File: src/design/bds_pkg.sv
package bds_pkg;

    // ------------------------------------------------------------------
    // Register offsets (byte addresses, one word each)
    // ------------------------------------------------------------------
    localparam logic [7:0] OFS_DIAG_CFG     = 8'h00;
    localparam logic [7:0] OFS_SCAN_CTRL    = 8'h04;
    localparam logic [7:0] OFS_ALERT_CFG    = 8'h08;
    localparam logic [7:0] OFS_TEMP_THRESH  = 8'h0C;
    localparam logic [7:0] OFS_OPEN_THRESH  = 8'h10;
    localparam logic [7:0] OFS_BIPOLAR_MASK = 8'h14;
    localparam logic [7:0] OFS_CTEST_CFG    = 8'h18;
    localparam logic [7:0] OFS_RESULT_A     = 8'h1C;
    localparam logic [7:0] OFS_RESULT_B     = 8'h20;
    localparam logic [7:0] OFS_FAULT_ONE    = 8'h24;
    localparam logic [7:0] OFS_FAULT_TWO    = 8'h28;
    localparam logic [7:0] OFS_BALSW_ALERT  = 8'h2C;
    localparam logic [7:0] OFS_COMP_OV      = 8'h30;
    localparam logic [7:0] OFS_COMM_STATUS  = 8'h34;

    // ------------------------------------------------------------------
    // Field positions
    // ------------------------------------------------------------------
    localparam int DIAG_SEL_B_LSB      = 4;
    localparam int ACFG_IFSEL_BIT      = 0;
    localparam int ACFG_DCTEST_BIT     = 1;
    localparam int ACFG_USER_BIT       = 2;
    localparam int ACFG_CALEN_BIT      = 3;
    localparam int ACFG_OPENSEL_BIT    = 4;
    localparam int SCAN_START_BIT      = 4;
    localparam int CTEST_DAC_LSB       = 16;
    localparam int RESULT_LSB          = 2;
    localparam int F1_SUMMARY_BIT      = 0;
    localparam int F1_SUPPLY_MUX_BIT   = 1;
    localparam int F2_TEMP_BIT         = 0;
    localparam int F2_ACC_OV_BIT       = 1;
    localparam int F2_ACC_UV_BIT       = 2;
    localparam int COMM_UPPER_BIT      = 0;
    localparam int COMM_LOWER_BIT      = 1;

    // ------------------------------------------------------------------
    // Codes
    // ------------------------------------------------------------------
    localparam logic [3:0] DSEL_NONE      = 4'h0;
    localparam logic [3:0] DSEL_PTAT      = 4'h1;
    localparam logic [3:0] DSEL_SUPPLY    = 4'h2;
    localparam logic [3:0] DSEL_ALTERNATE_REFERENCE    = 4'h3;
    localparam logic [3:0] DSEL_DAC_HIGH  = 4'h7;
    localparam logic [3:0] DSEL_DAC_LOW   = 4'h8;
    localparam logic [3:0] DSEL_THRM_OFS  = 4'h9;
    localparam logic [3:0] DSEL_ZERO      = 4'hA;
    localparam logic [3:0] DSEL_FULL      = 4'hB;
    localparam logic [3:0] DSEL_AMP_OFS   = 4'hC;
    localparam logic [2:0] SCAN_COMP      = 3'h2;
    localparam logic [2:0] SCAN_SW_SHORT  = 3'h4;
    localparam logic [2:0] SCAN_SW_OPEN   = 3'h5;
    localparam logic [2:0] SCAN_ODD_OPEN  = 3'h6;
    localparam logic [2:0] SCAN_EVEN_OPEN = 3'h7;
    localparam logic [13:0] DAC_HIGH_CODE = 14'h06EC;
    localparam logic [13:0] DAC_LOW_CODE  = 14'h024F;

    // ------------------------------------------------------------------
    // Timing
    // ------------------------------------------------------------------
    localparam int CLK_MHZ           = 200;
    localparam int TEMP_PERIOD_US    = 1000;
    localparam int TEMP_PERIOD_CYC   = TEMP_PERIOD_US * CLK_MHZ;
    localparam int SETTLE_NS         = 39000;
    localparam int SETTLE_CYC        = (SETTLE_NS * CLK_MHZ + 999) / 1000;

    // ------------------------------------------------------------------
    // Carriers
    // ------------------------------------------------------------------
    typedef struct packed {
        logic        valid;
        logic [13:0] code;
    } bds_adc_type;

    typedef enum logic [1:0] {
        ST_IDLE   = 2'b00,
        ST_SETTLE = 2'b01,
        ST_CONV   = 2'b10
    } bds_state_type;

endpackage : bds_pkg

File: src/design/bds_top.sv
// Added by the designer: the Avalon-MM interface to the registers and the address map.
`timescale 1ns/1ps
module bds_top #(
    parameter int NCELL        = 14,
    parameter int TEMP_PERIOD  = bds_pkg::TEMP_PERIOD_CYC,
    parameter int SETTLE       = bds_pkg::SETTLE_CYC
) (
    // Clock and reset
    input  wire logic                 clk,
    input  wire logic                 rst_b,
    // Avalon-MM slave
    input  wire logic [7:0]           avs_address,
    input  wire logic                 avs_read,
    input  wire logic                 avs_write,
    input  wire logic [31:0]          avs_writedata,
    input  wire logic [3:0]           avs_byteenable,
    output logic      [31:0]          avs_readdata,
    output logic                      avs_waitrequest,
    // Analog front end
    output logic      [3:0]           adc_mux_select,
    output logic                      adc_start,
    output logic                      adc_ref_supply,
    output logic                      adc_force_unipolar,
    output logic      [13:0]          dac_code,
    input  wire bds_pkg::bds_adc_type adc_result,
    input  wire logic [13:0]          die_temp_code,
    input  wire logic [13:0]          acc_code,
    input  wire logic                 acq_done,
    input  wire logic [13:0]          cell_code [NCELL],
    input  wire logic                 comp_scan_done,
    // Balancing switch test front end
    output logic      [2:0]           balsw_mode,
    input  wire logic [NCELL-1:0]     balsw_fail,
    input  wire logic                 balsw_done,
    output logic      [NCELL-1:0]     pulldown_enable,
    output logic      [3:0]           pulldown_level,
    // Pin and fault inputs from outside the clock domain
    input  wire logic                 rx_upper_ok_pin,
    input  wire logic                 rx_lower_ok_pin,
    input  wire logic                 flex_pack_fault_pin,
    input  wire logic                 alert_condition,
    // Alert output pin
    output logic                      alert_output_pin_o,
    output logic                      alert_output_pin_oe
);

    // ------------------------------------------------------------------
    // Reset and synchronisers
    // ------------------------------------------------------------------
    logic       rst_s1_r, rst_b_r;
    logic [2:0] pin_s1_r, pin_s2_r;

    always_ff @(posedge clk or negedge rst_b) begin
        if (!rst_b) begin
            rst_s1_r <= 1'b0;
            rst_b_r  <= 1'b0;
        end else begin
            rst_s1_r <= 1'b1;
            rst_b_r  <= rst_s1_r;
        end
    end

    // The pin synchroniser runs through reset, so the receive-port check sees settled pins.
    always_ff @(posedge clk) begin
        pin_s1_r <= {flex_pack_fault_pin, rx_lower_ok_pin, rx_upper_ok_pin};
        pin_s2_r <= pin_s1_r;
    end

    // ------------------------------------------------------------------
    // Registers
    // ------------------------------------------------------------------
    logic [7:0]       diag_cfg_r, diag_cfg_nxt;
    logic [3:0]       scan_ctrl_r, scan_ctrl_nxt;
    logic [4:0]       alert_cfg_r, alert_cfg_nxt;
    logic [13:0]      temp_thresh_r, temp_thresh_nxt;
    logic [13:0]      open_thresh_r, open_thresh_nxt;
    logic [NCELL-1:0] bipolar_r, bipolar_nxt;
    logic [NCELL-1:0] ctest_en_r, ctest_en_nxt;
    logic [3:0]       ctest_dac_r, ctest_dac_nxt;
    logic [15:0]      result_a_r, result_a_nxt;
    logic [15:0]      result_b_r, result_b_nxt;
    logic [1:0]       fault_one_r, fault_one_nxt;
    logic [2:0]       fault_two_r, fault_two_nxt;
    logic [NCELL-1:0] balsw_r, balsw_nxt;
    logic [NCELL-1:0] comp_ov_r, comp_ov_nxt;
    logic [1:0]       comm_r, comm_nxt;
    logic             comm_checked_r, comm_checked_nxt;
    logic             scan_start_r, scan_start_nxt;
    logic [31:0]      rdata_r, rdata_nxt;
    logic             ack_r, ack_nxt;

    logic [3:0] sel_a, sel_b;
    logic       uart_mode, dc_test, open_diag, temp_suspend;
    logic       wr_en, rd_en;
    logic [NCELL-1:0] open_hits;
    logic [31:0]      wmask;

    // Diagnostic sequencer signals.
    bds_pkg::bds_state_type st_r, st_nxt;
    logic        slot_r, slot_nxt;
    logic [31:0] cnt_r, cnt_nxt;
    logic [31:0] tick_r, tick_nxt;
    logic        conv_done;

    assign sel_a        = diag_cfg_r[3:0];
    assign sel_b        = diag_cfg_r[bds_pkg::DIAG_SEL_B_LSB +: 4];
    assign uart_mode    = alert_cfg_r[bds_pkg::ACFG_IFSEL_BIT];
    assign dc_test      = uart_mode & alert_cfg_r[bds_pkg::ACFG_DCTEST_BIT];
    assign open_diag    = alert_cfg_r[bds_pkg::ACFG_OPENSEL_BIT]
                          & (scan_ctrl_r[2:0] == bds_pkg::SCAN_COMP);
    assign temp_suspend = (sel_a == bds_pkg::DSEL_PTAT) | (sel_b == bds_pkg::DSEL_PTAT);
    // A write lands only at the edge that completes the access, with waitrequest low.
    assign wr_en        = avs_write & ack_r;
    assign rd_en        = avs_read & ~ack_r;
    assign conv_done    = (st_r == bds_pkg::ST_CONV) & adc_result.valid
                          & ((slot_r ? sel_b : sel_a) != bds_pkg::DSEL_NONE);

    // Each access is answered one cycle after it is presented.
    assign avs_waitrequest = (avs_read | avs_write) & ~ack_r;
    assign avs_readdata    = rdata_r;

    generate
        for (genvar i = 0; i < NCELL; i++) begin : g_cell
            assign open_hits[i] = ~bipolar_r[i] & (cell_code[i] < open_thresh_r);
        end
        for (genvar b = 0; b < 4; b++) begin : g_mask
            assign wmask[8*b +: 8] = {8{avs_byteenable[b]}};
        end
    endgenerate

    // ------------------------------------------------------------------
    // Register file next state
    // ------------------------------------------------------------------
    always_comb begin
        logic [31:0] wd;
        wd               = avs_writedata & wmask;
        diag_cfg_nxt     = diag_cfg_r;
        scan_ctrl_nxt    = scan_ctrl_r;
        alert_cfg_nxt    = alert_cfg_r;
        temp_thresh_nxt  = temp_thresh_r;
        open_thresh_nxt  = open_thresh_r;
        bipolar_nxt      = bipolar_r;
        ctest_en_nxt     = ctest_en_r;
        ctest_dac_nxt    = ctest_dac_r;
        result_a_nxt     = result_a_r;
        result_b_nxt     = result_b_r;
        fault_one_nxt    = fault_one_r;
        fault_two_nxt    = fault_two_r;
        balsw_nxt        = balsw_r;
        comp_ov_nxt      = comp_ov_r;
        comm_nxt         = comm_r;
        comm_checked_nxt = 1'b1;
        scan_start_nxt   = 1'b0;
        ack_nxt          = (avs_read | avs_write) & ~ack_r;
        rdata_nxt        = rdata_r;

        // Software clears status bits by writing ones; hardware sets after, so a set wins.
        if (wr_en) begin
            case (avs_address)
                bds_pkg::OFS_DIAG_CFG:     diag_cfg_nxt    = wd[7:0];
                bds_pkg::OFS_SCAN_CTRL: begin
                    scan_ctrl_nxt  = wd[3:0];
                    scan_start_nxt = wd[bds_pkg::SCAN_START_BIT];
                end
                bds_pkg::OFS_ALERT_CFG:    alert_cfg_nxt   = wd[4:0];
                bds_pkg::OFS_TEMP_THRESH:  temp_thresh_nxt = wd[13:0];
                bds_pkg::OFS_OPEN_THRESH:  open_thresh_nxt = wd[13:0];
                bds_pkg::OFS_BIPOLAR_MASK: bipolar_nxt     = wd[NCELL-1:0];
                bds_pkg::OFS_CTEST_CFG: begin
                    ctest_en_nxt  = wd[NCELL-1:0];
                    ctest_dac_nxt = wd[bds_pkg::CTEST_DAC_LSB +: 4];
                end
                bds_pkg::OFS_FAULT_ONE:    fault_one_nxt   = fault_one_r & ~wd[1:0];
                bds_pkg::OFS_FAULT_TWO:    fault_two_nxt   = fault_two_r & ~wd[2:0];
                bds_pkg::OFS_BALSW_ALERT:  balsw_nxt       = balsw_r & ~wd[NCELL-1:0];
                bds_pkg::OFS_COMP_OV:      comp_ov_nxt     = comp_ov_r & ~wd[NCELL-1:0];
                bds_pkg::OFS_COMM_STATUS:  comm_nxt        = comm_r & ~wd[1:0];
                default: ;
            endcase
        end

        // Receive-port check, once after reset.
        if (!comm_checked_r) begin
            comm_nxt[bds_pkg::COMM_UPPER_BIT] = ~pin_s2_r[0];
            comm_nxt[bds_pkg::COMM_LOWER_BIT] = ~pin_s2_r[1];
        end
        if (pin_s2_r[2]) begin
            fault_one_nxt[bds_pkg::F1_SUPPLY_MUX_BIT] = 1'b1;
        end
        if (acq_done) begin
            fault_two_nxt[bds_pkg::F2_ACC_OV_BIT] = acc_code > temp_thresh_r;
            fault_two_nxt[bds_pkg::F2_ACC_UV_BIT] = acc_code < open_thresh_r;
        end
        if (tick_r == 32'd0 && !temp_suspend && die_temp_code > temp_thresh_r) begin
            fault_two_nxt[bds_pkg::F2_TEMP_BIT] = 1'b1;
        end
        if (balsw_done) begin
            balsw_nxt = balsw_nxt | balsw_fail;
            fault_one_nxt[bds_pkg::F1_SUMMARY_BIT] = |(balsw_nxt | balsw_fail);
        end
        if (comp_scan_done && open_diag) begin
            comp_ov_nxt = comp_ov_nxt | open_hits;
        end
        if (conv_done) begin
            if (!slot_r) begin
                result_a_nxt = {adc_result.code, 2'b00};
            end else begin
                result_b_nxt = {adc_result.code, 2'b00};
            end
        end

        if (rd_en) begin
            case (avs_address)
                bds_pkg::OFS_DIAG_CFG:     rdata_nxt = {24'h0, diag_cfg_r};
                bds_pkg::OFS_SCAN_CTRL:    rdata_nxt = {28'h0, scan_ctrl_r};
                bds_pkg::OFS_ALERT_CFG:    rdata_nxt = {27'h0, alert_cfg_r};
                bds_pkg::OFS_TEMP_THRESH:  rdata_nxt = {18'h0, temp_thresh_r};
                bds_pkg::OFS_OPEN_THRESH:  rdata_nxt = {18'h0, open_thresh_r};
                bds_pkg::OFS_BIPOLAR_MASK: rdata_nxt = 32'(bipolar_r);
                bds_pkg::OFS_CTEST_CFG:    rdata_nxt = {12'h0, ctest_dac_r, 16'(ctest_en_r)};
                bds_pkg::OFS_RESULT_A:     rdata_nxt = {16'h0, result_a_r};
                bds_pkg::OFS_RESULT_B:     rdata_nxt = {16'h0, result_b_r};
                bds_pkg::OFS_FAULT_ONE:    rdata_nxt = {30'h0, fault_one_r};
                bds_pkg::OFS_FAULT_TWO:    rdata_nxt = {29'h0, fault_two_r};
                bds_pkg::OFS_BALSW_ALERT:  rdata_nxt = 32'(balsw_r);
                bds_pkg::OFS_COMP_OV:      rdata_nxt = 32'(comp_ov_r);
                bds_pkg::OFS_COMM_STATUS:  rdata_nxt = {30'h0, comm_r};
                default:                   rdata_nxt = 32'h0;
            endcase
        end
    end

    // ------------------------------------------------------------------
    // Diagnostic sequencer next state
    // ------------------------------------------------------------------
    always_comb begin
        logic [3:0] cur;
        cur      = slot_r ? sel_b : sel_a;
        st_nxt   = st_r;
        slot_nxt = slot_r;
        cnt_nxt  = cnt_r;
        tick_nxt = (tick_r == 32'(TEMP_PERIOD - 1)) ? 32'd0 : tick_r + 32'd1;
        case (st_r)
            bds_pkg::ST_IDLE: begin
                // Alternate between the two selects; a zero select is skipped.
                if (cur != bds_pkg::DSEL_NONE) begin
                    st_nxt  = bds_pkg::ST_SETTLE;
                    cnt_nxt = 32'd0;
                end else begin
                    slot_nxt = ~slot_r;
                end
            end
            bds_pkg::ST_SETTLE: begin
                cnt_nxt = cnt_r + 32'd1;
                // A select cleared to zero mid-flight abandons the diagnostic.
                if (cur == bds_pkg::DSEL_NONE) begin
                    st_nxt = bds_pkg::ST_IDLE;
                end else if (cur != bds_pkg::DSEL_PTAT || cnt_r >= 32'(SETTLE - 1)) begin
                    st_nxt = bds_pkg::ST_CONV;
                end
            end
            bds_pkg::ST_CONV: begin
                if (cur == bds_pkg::DSEL_NONE) begin
                    st_nxt = bds_pkg::ST_IDLE;
                end else if (adc_result.valid) begin
                    st_nxt   = bds_pkg::ST_IDLE;
                    slot_nxt = ~slot_r;
                end
            end
            default: st_nxt = bds_pkg::ST_IDLE;
        endcase
    end

    always_ff @(posedge clk or negedge rst_b_r) begin
        if (!rst_b_r) begin
            diag_cfg_r     <= 8'h00;
            scan_ctrl_r    <= 4'h0;
            alert_cfg_r    <= 5'h00;
            temp_thresh_r  <= 14'h3FFF;
            open_thresh_r  <= 14'h0000;
            bipolar_r      <= '0;
            ctest_en_r     <= '0;
            ctest_dac_r    <= 4'h0;
            result_a_r     <= 16'h0000;
            result_b_r     <= 16'h0000;
            fault_one_r    <= 2'h0;
            fault_two_r    <= 3'h0;
            balsw_r        <= '0;
            comp_ov_r      <= '0;
            comm_r         <= 2'h0;
            comm_checked_r <= 1'b0;
            scan_start_r   <= 1'b0;
            rdata_r        <= 32'h0;
            ack_r          <= 1'b0;
            st_r           <= bds_pkg::ST_IDLE;
            slot_r         <= 1'b0;
            cnt_r          <= 32'd0;
            tick_r         <= 32'd0;
        end else begin
            diag_cfg_r     <= diag_cfg_nxt;
            scan_ctrl_r    <= scan_ctrl_nxt;
            alert_cfg_r    <= alert_cfg_nxt;
            temp_thresh_r  <= temp_thresh_nxt;
            open_thresh_r  <= open_thresh_nxt;
            bipolar_r      <= bipolar_nxt;
            ctest_en_r     <= ctest_en_nxt;
            ctest_dac_r    <= ctest_dac_nxt;
            result_a_r     <= result_a_nxt;
            result_b_r     <= result_b_nxt;
            fault_one_r    <= fault_one_nxt;
            fault_two_r    <= fault_two_nxt;
            balsw_r        <= balsw_nxt;
            comp_ov_r      <= comp_ov_nxt;
            comm_r         <= comm_nxt;
            comm_checked_r <= comm_checked_nxt;
            scan_start_r   <= scan_start_nxt;
            rdata_r        <= rdata_nxt;
            ack_r          <= ack_nxt;
            st_r           <= st_nxt;
            slot_r         <= slot_nxt;
            cnt_r          <= cnt_nxt;
            tick_r         <= tick_nxt;
        end
    end

    // ------------------------------------------------------------------
    // Front-end steering
    // ------------------------------------------------------------------
    logic [3:0] conv_sel;
    assign conv_sel = slot_r ? sel_b : sel_a;

    always_comb begin
        adc_mux_select     = (st_r == bds_pkg::ST_IDLE) ? bds_pkg::DSEL_NONE : conv_sel;
        adc_start          = (st_r == bds_pkg::ST_SETTLE) & (st_nxt == bds_pkg::ST_CONV);
        adc_ref_supply     = (adc_mux_select == bds_pkg::DSEL_SUPPLY);
        adc_force_unipolar = (adc_mux_select == bds_pkg::DSEL_ALTERNATE_REFERENCE);
        case (adc_mux_select)
            bds_pkg::DSEL_DAC_HIGH: dac_code = bds_pkg::DAC_HIGH_CODE;
            bds_pkg::DSEL_DAC_LOW:  dac_code = bds_pkg::DAC_LOW_CODE;
            default:                dac_code = 14'h0000;
        endcase
        balsw_mode      = scan_ctrl_r[2:0] >= bds_pkg::SCAN_SW_SHORT ? scan_ctrl_r[2:0] : 3'h0;
        pulldown_enable = (open_diag | balsw_mode != 3'h0) ? ctest_en_r : '0;
        pulldown_level  = ctest_dac_r;
        // The pin is driven only while the DC test is on, and only with the UART interface selected (ACFG_IFSEL_BIT set).
        alert_output_pin_oe = dc_test;
        alert_output_pin_o  = ~(alert_condition | alert_cfg_r[bds_pkg::ACFG_USER_BIT]);
    end

endmodule : bds_top

File: config.mk
export PLATFORM = sky130hd
export DESIGN_NAME = bds_top
export DESIGN_NICKNAME = d
export VERILOG_FILES = /design/src/design/bds_pkg.sv /design/src/design/bds_top.sv
export SDC_FILE = /design/constraint.sdc
export NUM_CORES = 1
export LEC_CHECK = 0
export BUFFER_PORTS_ARGS = -buffer_cell sky130_fd_sc_hd__buf_2
export CORE_ASPECT_RATIO = 0.9
export CORE_MARGIN = 8
export CORE_UTILIZATION = 55
export CTS_BUF_LIST = sky130_fd_sc_hd__clkbuf_8
export DETAILED_ROUTE_END_ITERATION = 12
export PLACE_DENSITY_LB_ADDON = 0.12
export SLEW_MARGIN = 25
export SYNTH_ARGS = -nofsm -noshare
export SYNTH_HDL_FRONTEND = slang
export SYNTH_SLANG_ARGS = --single-unit
export TNS_END_PERCENT = 100
File: constraint.sdc
create_clock -name clk -period 8.9 [get_ports clk]
set_input_delay 0.89 -clock clk [delete_from_list [all_inputs] [get_ports clk]]
set_output_delay 0.89 -clock clk [all_outputs]
set_load 0.05 [all_outputs]
==> flow_metrics.env, run 1 <==
export IMPL_grt_max_degree=83
export IMPL_io_buffers=352
export IMPL_hpwl_mm=42.0
export IMPL_r2r_setup_slack_ns=6.02
export IMPL_clk_latency_ns=0.55
export IMPL_start_kind="register"
export IMPL_dp_cells=2396
export IMPL_worst_slack_ns=5.19
export IMPL_synth_top_cells_by_count="ha_1 (226), nand2_1 (221), dfrtp_1 (217)"
export IMPL_netlist_area_um2=15900
export IMPL_cts_tree="yes"
export IMPL_slowest_delay_ns=0.55
export IMPL_cts_setup_buffers=0
export IMPL_status="completed"
export IMPL_crit_start="cnt_r[21]"
export IMPL_period_needed_ns=3.71
export IMPL_synth_cell_types=63
export IMPL_fin_tns_setup_ns=0
export IMPL_vdd_drop_max_uv=141
export IMPL_ys_warn_count=0
export IMPL_die_height_um=177
export IMPL_holdWs_ns=0.124
export IMPL_pre_cts_ws_ns=4.65
export IMPL_grt_use_total_pct=30.6
export IMPL_critPathSlowestCell="or4_1"
export IMPL_maxCapViolCount=0
export IMPL_cts_buffers_inserted=39
export IMPL_core_area_um2=28700
export IMPL_grt_overflow_total=0
export IMPL_drive_gt1_share_pct=24.0
export IMPL_ys_seq_area_share_pct=37.2
export IMPL_synth_area_leaders="dfrtp_1 (34%), ha_1 (18%), o21ai_0 (5.4%), nand2_1 (5.2%), a21oi_1 (3.4%)"
export IMPL_fp_row_count=59
export IMPL_dr_pass1_iters=7
export IMPL_clk_path_buf_depth=3
export IMPL_async_flop_share_pct=97.5
export IMPL_cp_top_family="simple AND/OR/NAND/NOR gates"
export IMPL_powerDensity_nw_per_um2=149
export IMPL_reg2reg_from="slot_r"
export IMPL_critical_path_required_ns=8.01
export IMPL_cp_max_fo=5
export IMPL_crit_buf_inv=1
export IMPL_final_hold_viol_count=0
export IMPL_gp_congestion=0.940
export IMPL_viasPerCell=6.01
export IMPL_clk_pin_slew_worst_paths_ns=0.06
export IMPL_slew_violations=0
export IMPL_synth_cells=1724
export IMPL_drc=0
export IMPL_grt_pass1_wl_mm=83.5
export IMPL_hold_buffers=0
export IMPL_setup_viol=0
export IMPL_initial_core_util_pct=55.5
export IMPL_slew_headroom_pct=31.5
export IMPL_ys_flop_type="dfrtp_1"
export IMPL_rsz0062_at_grt="false"
export IMPL_clkSinkCount=237
export IMPL_fin_worst_skew_ns=0.0205
export IMPL_drt_iter0_drc=1372
export IMPL_rr_endpoint="result_b_r[6]"
export IMPL_path_cells="or4_1 -> nor4_1 -> nand3_1 -> a2111oi_4 -> nor2_1 -> buf_2"
export IMPL_antenna_found_initial=8
export IMPL_die_w_um=195
export IMPL_hp_class="in2async"
export IMPL_synth_edff_count=0
export IMPL_fmax_mhz=269
export IMPL_area_growth_pct=18.9
export IMPL_synth_most_common_cell="ha_1"
export IMPL_cts_root_buf="clkbuf_8"
export IMPL_htreeDepth=2
export IMPL_end_kind="primary output"
export IMPL_rr_worst_depth=6
export IMPL_cts_resized=0
export IMPL_p_leak_nw=8.96
export IMPL_synth_top_area_share_pct=34.1
export IMPL_critPathKind="reg2out"
export IMPL_worst_pin_slew_ns=1.02
export IMPL_yosys_area_top_type="dfrtp_1"
export IMPL_dieArea_um2=34700
export IMPL_wl_per_cell_um=21.9
export IMPL_yosys_register_bits=237
export IMPL_grt_pass1_vias=15200
export IMPL_routed_wl_mm=54.2
export IMPL_vias=14900
export IMPL_fin_cells=2477
export IMPL_avgSynthCellArea_um2=9.24
export IMPL_period_share_pct=41.7
export IMPL_drtAntennaViolNets=0
export IMPL_crit_arrival_ns=2.82
export IMPL_ios=385
export IMPL_nets=2606
-- per-stage QoR --
step	utilization (%)	instance area, um2	total power [mW]
6_report	66.0	18900	2.83
5_1_grt	65.9	18900	2.96
4_1_cts	65.7	18900	2.84
2_1_floorplan	-	16000	1.53
3_5_place_dp	62.5	17900	1.71
3_3_place_gp	62.5	17900	1.69
-- cell families after synthesis --
logic type	synth area share, %
other	0.0472
muxes	3.21
adders and majority gates	17.8
DFF	37.2
buffers and inverters	3.42
and+or+nand+nor	17.8
AOI/OAI and AO/OA	17.4
xor gates and xnor gates	3.24
-- metal layers --
metal | part of all wire [%] | vias to the layer above | global-route usage (%)
li1 | - | 6976 | -
met1 | 41 | 7134 | 38.4
met2 | 48 | 643 | 51.3
met3 | 7.8 | 123 | 7.03
met4 | 3.2 | 2 | 10.6
met5 | 0.015 | - | 0
-- registers in the layout, summed over array words and instances, names as in the netlist, 14 cells and up --
name           count
bipolar_r         14
cnt_r             32
avs_readdata      20
tick_r            32
ctest_en_r        14
temp_thresh_r     14
balsw_r           14
result_b_r        14
open_thresh_r     14
result_a_r        14
comp_ov_r         14
-- how the worst max path moves through the flow --
stage / end / slack (ns) / cells past startpoint
floorplan: ack_r / 2.01 / 0
global placement: pulldown_level[1] / 4.78 / 7
detailed placement: pulldown_level[0] / 4.65 / 7
CTS: adc_start / 5.19 / 6
global route: adc_start / 5.03 / 6
finish: adc_start / 5.19 / 6
-- worst reg2reg max path: cells and delay by family, from the launching register on --
kind / cells / cell delay, ns
muxes: 2 / 0.92
AOI/OAI and AO/OA: 1 / 0.27
DFF: 1 / 0.61
and+or+nand+nor: 3 / 0.95
-- power breakdown --
group          internal, mW  total (mW)  switching (mW)
Clock                 0.669        1.13           0.463
Combinational         0.207       0.489           0.281
Sequential             1.15        1.21          0.0609
-- cell type report --
cell class	instances	area (um2)
Clock buffer	48	661
Antenna cell	8	20.0
Timing Repair Buffer	365	1880
Multi-Input combinational cell	1388	9570
Inverter	41	154
Fill cell	2472	9780
Sequential cell	237	5920
Tap cell	366	458
Clock inverter	24	274
-- cell usage in the layout (no fill, tap or decap), types with 7 or more instances in the layout --
| master | n |
|---|---|
| nor4_1 | 18 |
| o21ai_0 | 171 |
| conb_1 | 19 |
| o22ai_1 | 9 |
| nand3_1 | 49 |
| a21o_1 | 51 |
| diode_2 | 8 |
| dfstp_2 | 14 |
| clkinv_2 | 7 |
| dfrtp_1 | 216 |
| nor3_1 | 24 |
| nand4_1 | 50 |
| a31oi_1 | 21 |
| xnor2_1 | 24 |
| inv_1 | 48 |
| and2_1 | 12 |
| mux2_2 | 37 |
| a32oi_1 | 8 |
| xor2_1 | 35 |
| and3_1 | 14 |
| nand2b_1 | 18 |
| nand2_1 | 220 |
| nor2b_1 | 32 |
| clkbuf_8 | 48 |
| mux2i_1 | 7 |
| a21oi_1 | 108 |
| buf_4 | 11 |
| o21a_1 | 15 |
| ha_1 | 226 |
| nor2_1 | 103 |
| a22oi_1 | 30 |
| a22o_1 | 10 |
| buf_2 | 352 |
(Power assumes the default switching activity.)
==> inputs of run 2 (changes only) <==
--- a/config.mk
+++ b/config.mk
@@ -8,7 +8,7 @@
 export BUFFER_PORTS_ARGS = -buffer_cell sky130_fd_sc_hd__buf_2
 export CORE_ASPECT_RATIO = 0.9
 export CORE_MARGIN = 8
-export CORE_UTILIZATION = 55
+export CORE_UTILIZATION = 51
 export CTS_BUF_LIST = sky130_fd_sc_hd__clkbuf_8
 export DETAILED_ROUTE_END_ITERATION = 12
 export PLACE_DENSITY_LB_ADDON = 0.12
==> constraint.sdc (replaced) <==
create_clock -name clk -period 3.33 [get_ports clk]
set_input_delay 0.333 -clock clk [delete_from_list [all_inputs] [get_ports clk]]
set_output_delay 0.333 -clock clk [all_outputs]
set_load 0.05 [all_outputs]
==> run 2 against run 1 <==
Critical path depth unchanged. Sequential share of layout area down 0.28 points. Utilization decreased by 4.0 points. Power grew to 2.6 times the previous value. Cell count is 2.8% higher. Setup slack got worse by 5.0 ns. Register-to-register slack lost 5.4 ns. Critical endpoint unchanged. Highest routed layer is now met4.
==> flow_metrics.env, run 2 (synthesized netlist as in run 1, its figures left out) <==
export IMPL_clk_path_buf_depth=3
export IMPL_routed_wl_mm=55.6
export IMPL_cts_buffers_inserted=39
export IMPL_period_share_pct=93.6
export IMPL_viasPerCell=5.83
export IMPL_drtAntennaViolNets=0
export IMPL_cts_root_buf="clkbuf_8"
export IMPL_initial_core_util_pct=51.6
export IMPL_period_needed_ns=3.12
export IMPL_grt_pass1_vias=14900
export IMPL_grt_pass1_wl_mm=84.8
export IMPL_clkSinkCount=237
export IMPL_ios=385
export IMPL_place_area_um2=18200
export IMPL_vdd_drop_max_uv=338
export IMPL_drc=0
export IMPL_fp_row_count=61
export IMPL_critPathKind="reg2out"
export IMPL_setup_viol=0
export IMPL_cp_max_fo=12
export IMPL_cp_top_family="simple AND/OR/NAND/NOR gates"
export IMPL_powerDensity_nw_per_um2=383
export IMPL_slew_headroom_pct=46.0
export IMPL_fillers=2731
export IMPL_layout_commonest_cell="buf_2"
export IMPL_fin_worst_skew_ns=0.0213
export IMPL_gp_congestion=0.945
export IMPL_area_growth_pct=20.0
export IMPL_slew_violations=0
export IMPL_grt_overflow_total=0
export IMPL_nets=2632
export IMPL_critPathSlowestCell="or4_1"
export IMPL_drive_gt1_share_pct=24.1
export IMPL_clk_latency_ns=0.55
export IMPL_rr_worst_depth=8
export IMPL_fin_tns_setup_ns=0
export IMPL_critical_path_required_ns=3.00
export IMPL_grt_max_degree=106
export IMPL_antenna_found_initial=8
export IMPL_clk_pin_slew_worst_paths_ns=0.06
export IMPL_cp_depth=6
export IMPL_p_leak_nw=9.06
export IMPL_die_w_um=202
export IMPL_htreeDepth=2
export IMPL_hpwl_mm=42.8
export IMPL_maxCapViolCount=0
export IMPL_rsz0062_at_grt="false"
export IMPL_wl_per_cell_um=21.8
export IMPL_io_buffers=352
export IMPL_final_area_um2=19100
export IMPL_slowest_delay_ns=0.57
export IMPL_cts_resized=0
export IMPL_path_cells="or4_1 -> nor4_1 -> nand3_1 -> a2111oi_4 -> nor2_1 -> buf_2"
export IMPL_final_cell_mix="buf_2 (352), ha_1 (226), nand2_1 (221)"
export IMPL_dieArea_um2=37100
export IMPL_hold_path_depth=3
export IMPL_status="completed"
export IMPL_final_hold_viol_count=0
export IMPL_die_height_um=184
export IMPL_vias=14900
export IMPL_drt_iter0_drc=1121
export IMPL_start_kind="register"
export IMPL_fin_cells=2546
export IMPL_core_area_um2=30800
export IMPL_cts_tree="yes"
export IMPL_crit_buf_inv=1
export IMPL_dp_cells=2460
export IMPL_grt_use_total_pct=28.9
export IMPL_hp_class="in2reg"
export IMPL_fmax_mhz=321
export IMPL_worst_pin_slew_ns=0.810
export IMPL_crit_arrival_ns=2.78
export IMPL_dr_pass1_iters=6
export IMPL_end_kind="primary output"
run 2: changes by cell type in the layout (fill, tap and decap cells not counted), sizes merged:
cell	delta
buf	+20
inv	+10
clkinv	-8
dlygate4sd3	+6
bufinv	-4
clkbuf	+4
clkinvlp	-2
run 2: repair_timing:
action	in CTS	in global routing
setup buffers	0	0
hold buffers	6	0
endpoints found under the setup margin	0	0
endpoints found under the hold margin	7	0
run 2: per-stage QoR:
stage               hold WS [ns]  util (%)  total power [mW]  worst slack [ns]
global route              0.0193      62.0              7.67            0.0346
finish                    0.0250      62.0              7.33             0.214
CTS                      0.00364      61.9              7.35             0.212
floorplan                 0.0374         -              4.09             0.230
detailed placement         0.120      59.0              4.59             0.813
global placement           0.119      59.0              4.53             0.822
run 2: layout make-up:
class	count	area, um2	area share (%)
Clock inverter	20	135	0.707
Tap cell	409	512	2.68
Timing Repair Buffer	391	2090	11.0
Antenna cell	8	20.0	0.105
Inverter	41	154	0.805
Multi-Input combinational cell	1388	9560	50.0
Clock buffer	52	716	3.74
Sequential cell	237	5920	31.0
run 2: path summary, 6_finish.rpt:
path	from	endpoint	slack [ns]
max	st_r[1]	adc_start	0.21
min in group asynchronous	rst_b	rst_b_r	0.10
max reg2reg	open_thresh_r[2]	comp_ov_r[10]	0.67
max in group asynchronous	rst_b_r	tick_r[15]	1.98
min reg2reg	pin_s1_r[2]	pin_s2_r[2]	0.33
min	balsw_fail[11]	balsw_r[11]	0.03
run 2: tightest hold or removal path: stages:
cell and delay, ns:
buf_2 0.09, nand2_1 0.06, nand2_1 0.06
run 2: where the power goes:
part | total [mW] | leakage, nW | switching, mW | internal, mW
Sequential | 3.24 | 3.10 | 0.172 | 3.07
Clock | 2.76 | 0.499 | 1.21 | 1.55
Combinational | 1.32 | 5.46 | 0.756 | 0.563
run 2: layer usage:
metal	vias up	GRT usage (%)	wire length, um
met5	-	0	0
met4	0	10.2	1910
met3	114	4.56	3860
met2	590	47.2	25900
met1	7120	38.6	23900
li1	7026	-	-
==> inputs of run 3 (changes only) <==
--- a/config.mk
+++ b/config.mk
@@ -12,6 +12,7 @@
 export CTS_BUF_LIST = sky130_fd_sc_hd__clkbuf_8
 export DETAILED_ROUTE_END_ITERATION = 12
 export PLACE_DENSITY_LB_ADDON = 0.12
+export RECOVER_POWER = 50
 export SLEW_MARGIN = 25
 export SYNTH_ARGS = -nofsm -noshare
 export SYNTH_HDL_FRONTEND = slang
==> run 3 against run 2 <==
Largest cell class unchanged. The flow now finishes with violations (capacitance limit, slew limit). Setup slack improved by 0.00097 ns. Global-route usage did not move. Via count rose by 0.63%. Sequential share of layout area barely moved. Critical endpoint unchanged.
==> flow_metrics.env, run 3 (synthesized netlist as in run 1, its figures left out) <==
export IMPL_p_int_mw=5.18
export IMPL_pwr_share_seq_pct=44.3
export IMPL_combPwrFrac_pct=18.0
export IMPL_clk_pin_slew_worst_paths_ns=0.06
export IMPL_worst_slack_ns=0.215
export IMPL_rr_worst_depth=8
export IMPL_p_leak_nw=8.99
export IMPL_clk_path_buf_depth=3
export IMPL_io_buffers=352
export IMPL_drt_iter0_drc=1089
export IMPL_fin_tns_setup_ns=0
export IMPL_clk_latency_ns=0.55
export IMPL_start_kind="register"
export IMPL_htreeDepth=2
export IMPL_hpwl_mm=42.8
export IMPL_grt_overflow_total=0
export IMPL_dieArea_um2=37100
export IMPL_p_sw_mw=2.14
export IMPL_clockPowerShare_pct=37.7
export IMPL_violations="capacitance limit, slew limit"
export IMPL_ios=385
export IMPL_pre_cts_ws_ns=0.813
export IMPL_grt_max_degree=106
export IMPL_dr_pass1_iters=5
export IMPL_layout_commonest_cell="buf_2"
export IMPL_fin_cells=2546
export IMPL_critPathKind="reg2out"
export IMPL_initial_core_util_pct=51.6
export IMPL_grt_pass1_vias=14900
export IMPL_cts_root_buf="clkbuf_8"
export IMPL_vdd_drop_max_uv=338
export IMPL_drc=0
export IMPL_fp_row_count=61
export IMPL_viasPerCell=5.87
export IMPL_grt_pass1_wl_mm=84.8
export IMPL_gp_congestion=0.945
export IMPL_end_kind="primary output"
export IMPL_seq_area_um2=5920
export IMPL_maxCapViolCount=1
export IMPL_slew_violations=47
export IMPL_fillers=2746
export IMPL_clkSinkCount=237
export IMPL_nets=2632
export IMPL_routed_wl_mm=55.6
export IMPL_wl_per_cell_um=21.9
export IMPL_antenna_found_initial=8
export IMPL_worst_pin_slew_ns=1.96
export IMPL_dp_cells=2460
export IMPL_critical_path_required_ns=3.00
export IMPL_slew_headroom_pct=-30.4
export IMPL_status="finished with violations"
export IMPL_swShare_pct=29.2
export IMPL_final_cell_mix="buf_2 (337), ha_1 (226), nand2_1 (221)"
export IMPL_die_w_um=202
export IMPL_core_area_um2=30800
export IMPL_drive_gt1_share_pct=23.3
export IMPL_period_share_pct=93.5
export IMPL_holdWs_ns=0.0270
export IMPL_die_height_um=184
export IMPL_slowest_delay_ns=0.57
export IMPL_hold_path_depth=3
export IMPL_hp_class="in2reg"
export IMPL_path_cells="or4_1 -> nor4_1 -> nand3_1 -> a2111oi_4 -> nor2_1 -> buf_2"
export IMPL_hold_buffers=6
export IMPL_fin_worst_skew_ns=0.0220
export IMPL_powerDensity_nw_per_um2=384
export IMPL_rsz0062_at_grt="false"
export IMPL_grt_use_total_pct=28.9
export IMPL_cts_buffers_inserted=39
export IMPL_cts_resized=0
export IMPL_period_needed_ns=3.11
export IMPL_final_hold_viol_count=0
export IMPL_multi_input_area_um2=9560
export IMPL_vias=14900
export IMPL_setup_viol=0
export IMPL_critPathSlowestCell="or4_1"
export IMPL_area_growth_pct=19.8
export IMPL_drtAntennaViolNets=0
export IMPL_cp_max_fo=12
export IMPL_cts_setup_buffers=0
export IMPL_fmax_mhz=321
export IMPL_crit_arrival_ns=2.78
export IMPL_cts_tree="yes"
-- run 3: cell types whose count changed in the layout (fill, tap and decap cells not counted) --
| cell | delta |
|---|---|
| and2_0 | +1 |
| and2_1 | -1 |
| buf_12 | -1 |
| buf_2 | -15 |
| buf_4 | -1 |
| buf_6 | +1 |
| clkbuf_1 | +16 |
| dfrtp_1 | +1 |
| dfrtp_4 | -1 |
-- run 3: critical path, delay by kind of cell (launching register included) --
kind	cells	cell delay (ns)
DFF	1	0.50
buffers and inverters	1	0.22
AOI/OAI and AO/OA	1	0.41
and+or+nand+nor	4	1.09
-- run 3: layout make-up --
class	count	share of cell area, %
flip-flops and latches	237	31.0
clock buffers	52	3.75
repair buffers	391	10.8
inverters	41	0.807
multi-input cells	1388	50.1
clock inverters	20	0.708
diodes	8	0.105
well taps	409	2.68
-- run 3: routing by layer --
layer | vias to the layer above | routed length (um) | global-route usage (%)
met5 | - | 0 | 0
met4 | 0 | 2010 | 10.2
met3 | 128 | 3930 | 4.56
met2 | 634 | 25800 | 47.2
met1 | 7152 | 23900 | 38.6
li1 | 7029 | - | -
-- run 3: final timing paths --
path | startpoint | end | slack [ns]
max | st_r[1] | adc_start | 0.22
min | balsw_fail[11] | balsw_r[11] | 0.03
max reg2reg | open_thresh_r[2] | comp_ov_r[10] | 0.68
min reg2reg | pin_s1_r[2] | pin_s2_r[2] | 0.33
max in group asynchronous | rst_b_r | tick_r[10] | 0.72
min in group asynchronous | rst_b | rst_b_r | 0.10
-- run 3: per-stage QoR --
stage               instance area (um2)  util [%]  power [mW]
floorplan                         16000         -        4.09
global placement                  18200      59.0        4.53
detailed placement                18200      59.0        4.59
CTS                               19100      61.9        7.35
global route                      19100      61.9        7.67
finish                            19100      61.9        7.32
-- run 3: power by group through the flow --
stage | logic (mW) | registers [mW] | clock network, mW
floorplan | 0.850 | 3.24 | 0
global placement | 1.25 | 3.28 | 0
detailed placement | 1.30 | 3.29 | 0
CTS | 1.31 | 3.24 | 2.80
global route | 1.47 | 3.26 | 2.94
finish | 1.32 | 3.24 | 2.76
